$ cat src/include/sr8_pkg.sv
// Summary of operation
// - Each rising trigger edge samples serial input and shifts once.
// - A falling trigger edge does nothing; stages hold.
// - Direction low: bit enters stage_first, others move up, stage_last lost.
// - Direction high: bit enters stage_last, others move down, stage_first lost.
// - Output always shows the one configured stage, first to last.
// - Retentive option on: stage bits survive restart; the first reset after power-up clears them.
// - Retentive option off: restart from cleared stages after power loss.
// - Only one instance of this register per circuit program.
// - Stage selection fixed at program edit time, not changeable at run.
package sr8_pkg;
    localparam int SR8_STAGES = 8;
    localparam int SR8_SEL_W = 3;
    localparam logic [SR8_STAGES-1:0] SR8_STAGE_RST = 8'h00;
    localparam logic [SR8_SEL_W-1:0] SR8_SEL_FIRST = 3'h0;
    localparam int SR8_FIFO_DEPTH = 8;
    localparam logic SR8_DIR_UP = 1'b0;
endpackage

$ cat src/core/sr8_fifo.sv
module sr8_fifo #(
    parameter int WIDTH = 2,
    parameter int DEPTH = 8
) (
    // clock and reset
    input wire logic ref_clk,
    input wire logic srst,
    // fill side
    input wire logic in_valid,
    output logic in_ready,
    input wire logic [WIDTH-1:0] in_data,
    // drain side
    output logic out_valid,
    input wire logic out_ready,
    output logic [WIDTH-1:0] out_data
);
    localparam int AW = (DEPTH > 1) ? $clog2(DEPTH) : 1;
    initial begin
        if (DEPTH < 2 || (DEPTH & (DEPTH - 1)) != 0 || WIDTH < 1) begin
            $error("sr8_fifo: depth must be a power of two of at least 2");
        end
    end

    logic [WIDTH-1:0] mem_q [DEPTH];
    logic [AW-1:0] wr_q, wr_d, rd_q, rd_d;
    logic [AW:0] cnt_q, cnt_d;
    logic push, pop;
    logic in_ready_q, in_ready_d;

    always_comb begin
        push = in_valid && in_ready_q;
        pop = out_valid && out_ready;
        wr_d = push ? wr_q + AW'(1) : wr_q;
        rd_d = pop ? rd_q + AW'(1) : rd_q;
        cnt_d = cnt_q + (AW+1)'(push) - (AW+1)'(pop);
        in_ready_d = cnt_d != (AW+1)'(DEPTH);
    end

    always_ff @(posedge ref_clk) begin
        if (srst) begin
            wr_q <= '0;
            rd_q <= '0;
            cnt_q <= '0;
            in_ready_q <= 1'b1;
        end else begin
            wr_q <= wr_d;
            rd_q <= rd_d;
            cnt_q <= cnt_d;
            in_ready_q <= in_ready_d;
        end
        if (push) begin
            mem_q[wr_q] <= in_data;
        end
    end

    // full flag registered from the next count, so in_ready leaves a flop
    assign in_ready = in_ready_q;
    assign out_valid = cnt_q != '0;
    assign out_data = mem_q[rd_q];

    a_fifo_no_overflow: assert property (@(posedge ref_clk) disable iff (srst)
        cnt_q == (AW+1)'(DEPTH) |-> !push) else $error("fifo push while full");
    a_fifo_ready_match: assert property (@(posedge ref_clk) disable iff (srst)
        in_ready == (cnt_q != (AW+1)'(DEPTH))) else $error("fifo ready flag off");
endmodule

$ cat src/core/sr8_shift_reg.sv
module sr8_shift_reg
    import sr8_pkg::*;
#(
    parameter logic [sr8_pkg::SR8_SEL_W-1:0] STAGE_SEL = sr8_pkg::SR8_SEL_FIRST,
    parameter bit RETENTIVE = 1'b0,
    parameter int FIFO_DEPTH = sr8_pkg::SR8_FIFO_DEPTH
) (
    // clock and reset
    input wire logic ref_clk,
    input wire logic srst,
    // sampled inputs, one word per program cycle
    input wire logic in_valid,
    output logic in_ready,
    input wire logic trig,
    input wire logic ser_in,
    input wire logic shift_dir,
    // output
    output logic q_out,
    output logic [sr8_pkg::SR8_STAGES-1:0] stages
);
    import sr8_pkg::*;

    // ------------------------------------------------------------
    // elaboration checks
    // ------------------------------------------------------------
    // the selector must name one of the stages, the buffer must hold
    // at least two words; the single-instance limit is a usage rule
    // of the program and cannot be checked from inside one copy
    initial begin
        if (FIFO_DEPTH < 2) begin
            $error("sr8_shift_reg: fifo depth too small");
        end
        if (int'(STAGE_SEL) >= SR8_STAGES) begin
            $error("sr8_shift_reg: stage selector out of range");
        end
    end

    // ------------------------------------------------------------
    // input buffer
    // ------------------------------------------------------------
    logic f_valid, f_ready;
    logic [2:0] f_data;
    logic [2:0] in_word;
    assign in_word = {trig, ser_in, shift_dir};

    sr8_fifo #(.WIDTH(3), .DEPTH(FIFO_DEPTH)) u_fifo (
        .ref_clk(ref_clk),
        .srst(srst),
        .in_valid(in_valid),
        .in_ready(in_ready),
        .in_data(in_word),
        .out_valid(f_valid),
        .out_ready(f_ready),
        .out_data(f_data)
    );
    // one program cycle consumed per clock
    assign f_ready = 1'b1;

    // ------------------------------------------------------------
    // shift stages
    // ------------------------------------------------------------
    logic trig_prev_q, trig_prev_d;
    logic [SR8_STAGES-1:0] stage_q, stage_d;
    logic q_q, q_d;
    logic rise;

    // ------------------------------------------------------------
    // cold start
    // ------------------------------------------------------------
    // retained contents need a defined value at first power-up;
    // the first reset clears them, later restarts keep them
    logic cold_q = 1'b1;
    logic cold_d;

    always_comb begin
        cold_d = srst ? 1'b0 : cold_q;
    end

    always_ff @(posedge ref_clk) begin
        cold_q <= cold_d;
    end

    // stage_first is bit 0, stage_last is bit 7
    function automatic logic [SR8_STAGES-1:0] shift_once(
        input logic [SR8_STAGES-1:0] cur, input logic b, input logic dir);
        if (dir == SR8_DIR_UP) begin
            shift_once = {cur[SR8_STAGES-2:0], b};
        end else begin
            shift_once = {b, cur[SR8_STAGES-1:1]};
        end
    endfunction

    always_comb begin
        rise = f_valid && f_data[2] && !trig_prev_q;
        trig_prev_d = f_valid ? f_data[2] : trig_prev_q;
        stage_d = rise ? shift_once(stage_q, f_data[1], f_data[0]) : stage_q;
        q_d = stage_d[STAGE_SEL];
    end

    always_ff @(posedge ref_clk) begin
        if (srst) begin
            trig_prev_q <= 1'b0;
            // retentive contents survive a restart, otherwise cleared
            if (!RETENTIVE || cold_q) begin
                stage_q <= SR8_STAGE_RST;
                q_q <= 1'b0;
            end
        end else begin
            trig_prev_q <= trig_prev_d;
            stage_q <= stage_d;
            q_q <= q_d;
        end
    end

    assign q_out = q_q;
    assign stages = stage_q;

    // ------------------------------------------------------------
    // checks
    // ------------------------------------------------------------

    a_shift_dir_up: assert property (@(posedge ref_clk) disable iff (srst)
        rise && f_data[0] == SR8_DIR_UP |=> stage_q[0] == $past(f_data[1])
            && stage_q[SR8_STAGES-1:1] == $past(stage_q[SR8_STAGES-2:0]))
        else $error("up shift wrong");
    a_shift_dir_dn: assert property (@(posedge ref_clk) disable iff (srst)
        rise && f_data[0] != SR8_DIR_UP |=> stage_q[SR8_STAGES-1] == $past(f_data[1])
            && stage_q[SR8_STAGES-2:0] == $past(stage_q[SR8_STAGES-1:1]))
        else $error("down shift wrong");
    a_hold_no_edge: assert property (@(posedge ref_clk) disable iff (srst)
        !rise |=> $stable(stage_q)) else $error("stages moved without edge");
    a_output_stage: assert property (@(posedge ref_clk) disable iff (srst)
        q_out == stage_q[STAGE_SEL]) else $error("output not selected stage");
    a_one_per_high: assert property (@(posedge ref_clk) disable iff (srst)
        rise |=> !(f_valid && f_data[2]) || !rise) else $error("double shift");
    a_clear_on_reset: assert property (@(posedge ref_clk)
        srst && (!RETENTIVE || cold_q) |=> stage_q == SR8_STAGE_RST && !q_q)
        else $error("stages not cleared by reset");
    a_keep_on_reset: assert property (@(posedge ref_clk)
        srst && RETENTIVE && !cold_q |=> stage_q == $past(stage_q))
        else $error("retained stages lost");
    a_fall_no_shift: assert property (@(posedge ref_clk) disable iff (srst)
        f_valid && !f_data[2] |=> $stable(stage_q))
        else $error("stages moved on low trigger");
    a_history_clear: assert property (@(posedge ref_clk)
        srst |=> !trig_prev_q) else $error("trigger history kept over reset");
    a_rise_takes_bit: assert property (@(posedge ref_clk) disable iff (srst)
        rise |=> stage_q != $past(stage_q) || $past(f_data[1]) == $past(stage_q[0])
            || $past(f_data[1]) == $past(stage_q[SR8_STAGES-1]))
        else $error("rising edge did not shift");
endmodule

$ cat config.mk
export PLATFORM = sky130hd
export DESIGN_NAME = sr8_shift_reg
export DESIGN_NICKNAME = d
export VERILOG_FILES = /design/src/include/sr8_pkg.sv /design/src/core/sr8_fifo.sv /design/src/core/sr8_shift_reg.sv
export SDC_FILE = /design/constraint.sdc
export NUM_CORES = 1
export LEC_CHECK = 0
export BUFFER_PORTS_ARGS = -buffer_cell sky130_fd_sc_hd__buf_2
export CORE_MARGIN = 2
export CORE_UTILIZATION = 56
export DETAILED_ROUTE_END_ITERATION = 10
export PLACE_DENSITY = 0.81
export SYNTH_ARGS = -nofsm -noshare
export SYNTH_HDL_FRONTEND = slang
export SYNTH_SLANG_ARGS = --single-unit
$ cat constraint.sdc
create_clock -name ref_clk -period 7.1 [get_ports ref_clk]
set_clock_uncertainty 0.05 [all_clocks]
set_input_delay 1.775 -clock ref_clk [delete_from_list [all_inputs] [get_ports ref_clk]]
set_output_delay 1.775 -clock ref_clk [all_outputs]
set_load 0.05 [all_outputs]
==> results of run 1 <==
-- cells by family after synthesis --
family,synth area share
flops,0.585
simple gates,0.0831
compound gates,0.0806
mux,0.136
buf+inv,0.0353
fa+ha+maj,0.0533
xor+xnor,0.0260
-- through the flow --
stage                     hold WS (ns)  area, um2  setup WS (ns)  power [mW]  std cells
final                            0.456       2190           3.91        1.02        212
after global routing             0.489       2190           3.78        1.09        212
after CTS                        0.465       2190           3.93        1.02        212
after detailed placement         0.445       2110           3.53       0.866        204
after global placement           0.429       2110           3.66       0.840        204
after floorplan                  0.400       2020           3.77       0.786        148
-- flip-flops by register name, indices dropped and copies added, names as in the netlist, named ones only --
signal           count
stages               7
u_fifo.mem_q        24
trig_prev_q          1
u_fifo.wr_q          3
u_fifo.cnt_q         4
u_fifo.rd_q          3
u_fifo.in_ready      1
q_out                1
-- synth_stat cells, types with 3 or more instances --
| cell | number | area [um2] |
|---|---|---|
| nor2_1 | 14 | 52.6 |
| a21oi_1 | 11 | 55.1 |
| inv_1 | 9 | 33.8 |
| xor2_1 | 4 | 35.0 |
| ha_1 | 7 | 87.6 |
| dfxtp_1 | 23 | 460 |
| mux2i_1 | 8 | 80.1 |
| mux4_2 | 3 | 67.6 |
| edfxtp_1 | 24 | 721 |
| mux4_1 | 3 | 78.8 |
| nor3_1 | 5 | 25.0 |
| a211oi_2 | 8 | 100 |
| nand2_1 | 8 | 30.0 |
-- final cells by class --
class | count | area [um2]
sequential | 47 | 1180
timing repair buffer | 15 | 75.1
clock inverter | 3 | 42.5
inverter | 9 | 33.8
multi-input combinational | 87 | 766
fill | 252 | 1200
tap | 46 | 57.6
clock buffer | 5 | 37.5
-- per-layer routing --
metal  share of wire  track usage
met1            0.45        0.214
met2            0.49        0.293
met3           0.038       0.0599
met4           0.028       0.0924
met5               0            0
-- worst paths after layout --
check                       start         endpoint  slack [ns]  cells past startpoint
setup / recovery         in_valid  u_fifo.in_ready        3.91                      9
hold / removal        trig_prev_q      trig_prev_q        0.46                      2
setup reg to reg  u_fifo.cnt_q[2]  u_fifo.in_ready        4.23                     12
hold reg to reg       trig_prev_q      trig_prev_q        0.46                      2
-- worst min-delay path, delay by kind of cell (launching register included) --
| kind | cells | cell delay, ns |
|---|---|---|
| simple gates | 2 | 0.15 |
| flops | 1 | 0.33 |
-- power groups by stage --
stage / combinational, mW / clock (mW) / sequential (mW)
CTS: 0.468 / 0.163 / 0.394
global placement: 0.444 / 0 / 0.397
floorplan: 0.342 / 0 / 0.444
detailed placement: 0.465 / 0 / 0.401
finish: 0.464 / 0.158 / 0.393
global route: 0.514 / 0.174 / 0.402
==> results.cfg, run 1 <==
[outcome]
status = complete, no violations

[setup_path]
critPathLaunchType = primary input
cpLargestDelayFamily = simple AND/OR/NAND/NOR gates
critPathSlowestCell = fa_1
path_cells = buf_2, nand2_1, inv_1, ha_1, inv_1, fa_1, xor2_1, nand3b_1, or3_1
cp_slowest_stage_delay_ns = 0.38
path_class = primary input to flop
crit_arrival_ns = 3.40
worstPathRequired_ns = 7.31
critPathBufInv = 3
end_kind = flop
crit_fanout = 7
cpMostUsedCell = inv_1

[sta]
slew_viol_final = 0
fin_tns_setup_ns = 0
worst_pin_slew_ns = 0.803
rsz0062_at_grt = no
slew_headroom = 0.460
hold_viol = 0
fin_crit_sh = 0.450
setup_viol = 0
max_freq_mhz = 313
fin_crit_ns = 3.19

[synth]
synth_edf_count = 24
ys_seq_area_frac = 0.585
synthDistinctLibCells = 30
synth_seq_cells = 47
synthFlopType = edfxtp_1
synthCells = 148
yosys_warnings = 0
netlist_area_mm2 = 0.00202
synthArstFlopShare = 0
synth_fp_nets = 162
syn_area_per_cell_um2 = 13.6

[clocking]
cts-hold-fix-buffers = 0
cts_tree = done
clockBufferDepth = 2
post_cts_buffers = 0
cts-buffers-inserted = 5
cts_resized = 0
root_buffer = clkbuf_4
clkSinkCount = 47
clk_pin_slew_worst_paths_ns = 0.13
ctsHtreeMaxLevel = 2
clock_latency_ns = 0.37

[detailed_routing]
post_drt_wl_per_cell_um = 15.3
routed_wl_um = 3240
route.detailed.drc = 0
num_vias = 1146
viasPerCell = 5.41
dr.pass1.iters = 5
drtIter0Drc = 41
antenna_left = 0

[finish]
mostFrequentLayoutCell = edfxtp_1
final_core_util = 0.647
fin_nets = 179
n_antenna_cell = 0
drive_gt1_frac = 0.223
layout.cells.most_common_list = edfxtp_1, dfxtp_1, buf_2
area_delta_synth_final_pct = 8.68

[power]
p_leak_nw = 0.829
intPower_uw = 608
pwr-share-seq = 0.387
irDropWorstVdd_v = 0.000258
power.density_mw_per_mm2 = 463
switching_power_uw = 408
clockPowerShare = 0.156
swShare = 0.402
power_frac_comb = 0.457

[die]
io-pin-count = 16
die_y_um = 64.0
core_area_mm2 = 0.00339
fp.dieW_um = 64.0
rows = 21
start_util = 0.595
dieArea_mm2 = 0.00410

[global_route]
grt_pass1_vias = 1163
grt-ovfl-total = 0
antenna_found_initial = 0
grt_usage = 0.181
grt_pass1_wl_um = 5430
grt_max_degree = 22

[placed_design]
hpwlAfterDp_um = 2270
port_buffers = 15
globalplace.congestion = 0.760

[hold_path]
hold_class = flop to flop

[flow_run]
maxCapViolations = 0
(Power assumes the default switching activity.)
==> run 2: changes to the inputs <==
--- a/config.mk
+++ b/config.mk
@@ -5,11 +5,12 @@
 export SDC_FILE = /design/constraint.sdc
 export NUM_CORES = 1
 export LEC_CHECK = 0
+export ABC_AREA = 1
 export BUFFER_PORTS_ARGS = -buffer_cell sky130_fd_sc_hd__buf_2
 export CORE_MARGIN = 2
-export CORE_UTILIZATION = 56
+export CORE_UTILIZATION = 53
 export DETAILED_ROUTE_END_ITERATION = 10
-export PLACE_DENSITY = 0.81
+export PLACE_DENSITY = 0.8
 export SYNTH_ARGS = -nofsm -noshare
 export SYNTH_HDL_FRONTEND = slang
 export SYNTH_SLANG_ARGS = --single-unit
==> constraint.sdc (replaced) <==
create_clock -name ref_clk -period 2.6 [get_ports ref_clk]
set_clock_uncertainty 0.05 [all_clocks]
set_input_delay 0.65 -clock ref_clk [delete_from_list [all_inputs] [get_ports ref_clk]]
set_output_delay 0.65 -clock ref_clk [all_outputs]
set_load 0.05 [all_outputs]
==> run 2 against run 1 <==
Against the previous run:
- worst hold slack lost 0.034 ns
- die area grew 14%
- combinational power grew to 3.1 times the previous value
- global-route usage grew 1.3 points
- highest routed layer unchanged
==> results.cfg, run 2 <==
[sta]
whs_ns = 0.422
fin_ws_ns = 0.516
hold_viol = 0
slew_headroom = 0.737
fin_crit_ns = 2.08
worst_pin_slew_ns = 0.393
fin_crit_sh = 0.802
max_freq_mhz = 480
rsz0062_at_grt = no
slew_viol_final = 0
fin_tns_setup_ns = 0
setup_viol = 0

[clocking]
clockBufferDepth = 2
cts-hold-fix-buffers = 0
root_buffer = clkbuf_8
ctsHtreeMaxLevel = 2
cts_resized = 0
clk_pin_slew_worst_paths_ns = 0.09
post_cts_buffers = 0
cts-buffers-inserted = 5
clkSinkCount = 47
cts_tree = done
clock_latency_ns = 0.30

[placed_design]
globalplace.congestion = 0.729
dpl_cell_area_mm2 = 0.00231
hpwlAfterDp_um = 2630
port_buffers = 15
dp_cells = 327
post-place-ws_ns = 0.498

[finish]
mostFrequentLayoutCell = nand2_1
drive_gt1_frac = 0.116
design_area_mm2 = 0.00241
area_delta_synth_final_pct = 9.91
instances_no_fill = 335
layout.cells.most_common_list = nand2_1, inv_1, nor2_1
final_core_util = 0.604
fin_nets = 298
largest_register_ffs = 24
largest_register = u_fifo.mem_q
n_antenna_cell = 0

[synth]
netlist_area_mm2 = 0.00220
synth_fp_nets = 279
synthDistinctLibCells = 21
synth_seq_cells = 47
syn_area_per_cell_um2 = 8.29
synthFlopType = edfxtp_1
synth_common_cells = nand2_1, inv_1, nor2_1
synthArstFlopShare = 0
synth_edf_count = 24
synth_top_area_share = 0.328
ys_seq_area_frac = 0.538
synthCells = 265
ys_top_cells_by_area = edfxtp_1, dfxtp_1, nand2_1, inv_1, nor2_1
yosysTopAreaCell = edfxtp_1
yosys_warnings = 0
yosysMostFrequentCell = nand2_1

[setup_path]
end_kind = flop
path_class = flop to flop
crit_fanout = 2
crit_arrival_ns = 2.21
critPathLaunchType = flop
worstPathRequired_ns = 2.73

[die]
fp.dieW_um = 68.4
io-pin-count = 16
start_util = 0.549
dieArea_mm2 = 0.00468
die_y_um = 68.4
core_area_mm2 = 0.00400
rows = 23

[detailed_routing]
dr.pass1.iters = 4
routed_wl_um = 3650
route.detailed.drc = 0
num_vias = 1588
post_drt_wl_per_cell_um = 10.9
drtIter0Drc = 71
viasPerCell = 4.74
antenna_left = 0

[outcome]
status = complete, no violations

[global_route]
grt_busiest_layer = met2
grt_max_degree = 17
antenna_found_initial = 0
grt_usage = 0.194
grt-ovfl-total = 0
grt_pass1_vias = 1553
grt_use_met3 = 0.0543
grt_use_met1 = 0.204
grt_use_met2 = 0.356
grt_pass1_wl_um = 6480

[power]
finalPower_mw = 3.01
p_leak_nw = 1.18
irDropWorstVdd_v = 0.000826
power.density_mw_per_mm2 = 1250

[flow_run]
maxCapViolations = 0

[hold_path]
hold_class = flop to flop
==> run 2: changes by cell type in the layout (fill, tap and decap cells not counted), sizes merged, moves of 3 or more <==
cell,change
nand2,+80
inv,+40
nand3,+18
nor2,+16
mux2i,-9
a211oi,-8
mux4,-6
nor3,-4
o21ai,+4
xor2,-3
==> run 2: worst paths after layout <==
check | depth (start not counted) | slack [ns] | to | from
setup / recovery | 10 | 0.52 | u_fifo.in_ready | u_fifo.cnt_q[2]
hold / removal | 2 | 0.42 | trig_prev_q | trig_prev_q
setup reg to reg | 10 | 0.52 | u_fifo.in_ready | u_fifo.cnt_q[2]
hold reg to reg | 2 | 0.42 | trig_prev_q | trig_prev_q
==> run 2: kinds of logic (layout without fill, tap and decap cells) <==
kind of cell,Yosys count,after routing,share of synthesized area
flip-flops,47,47,0.538
adder cells (fa/ha/maj),8,8,0.0490
AO/OA/AOI/OAI,13,13,0.0296
AND/OR/NAND/NOR,141,141,0.275
XOR/XNOR,1,1,0.00399
buffers and inverters,55,75,0.105
==> run 2: area by class of cell <==
type	instances	area, um2
clock buffer	5	68.8
clock inverter	3	38.8
fill	356	1590
inverter	50	188
multi-input combinational	163	786
sequential	47	1180
tap	50	62.6
timing repair buffer	17	90.1
==> run 2: where the power goes <==
| part | internal (mW) | switching (mW) | total [mW] |
|---|---|---|---|
| clock | 0.281 | 0.232 | 0.514 |
| sequential | 0.952 | 0.125 | 1.08 |
| combinational | 0.448 | 0.969 | 1.42 |
==> run 2: worst max-delay path: stages (launching register included) <==
cell     delay (ns)
dfxtp_1        0.30
inv_1          0.07
ha_1           0.15
nand3_1        0.10
ha_1           0.28
inv_1          0.07
ha_1           0.17
inv_1          0.06
fa_1           0.37
xor2_1         0.22
nand4_1        0.12
==> run 2: routing by layer <==
layer / routed length [um] / up-vias
li1: - / 852
met1: 1530 / 705
met2: 1900 / 24
met3: 149 / 7
met4: 70 / 0
met5: 0 / -
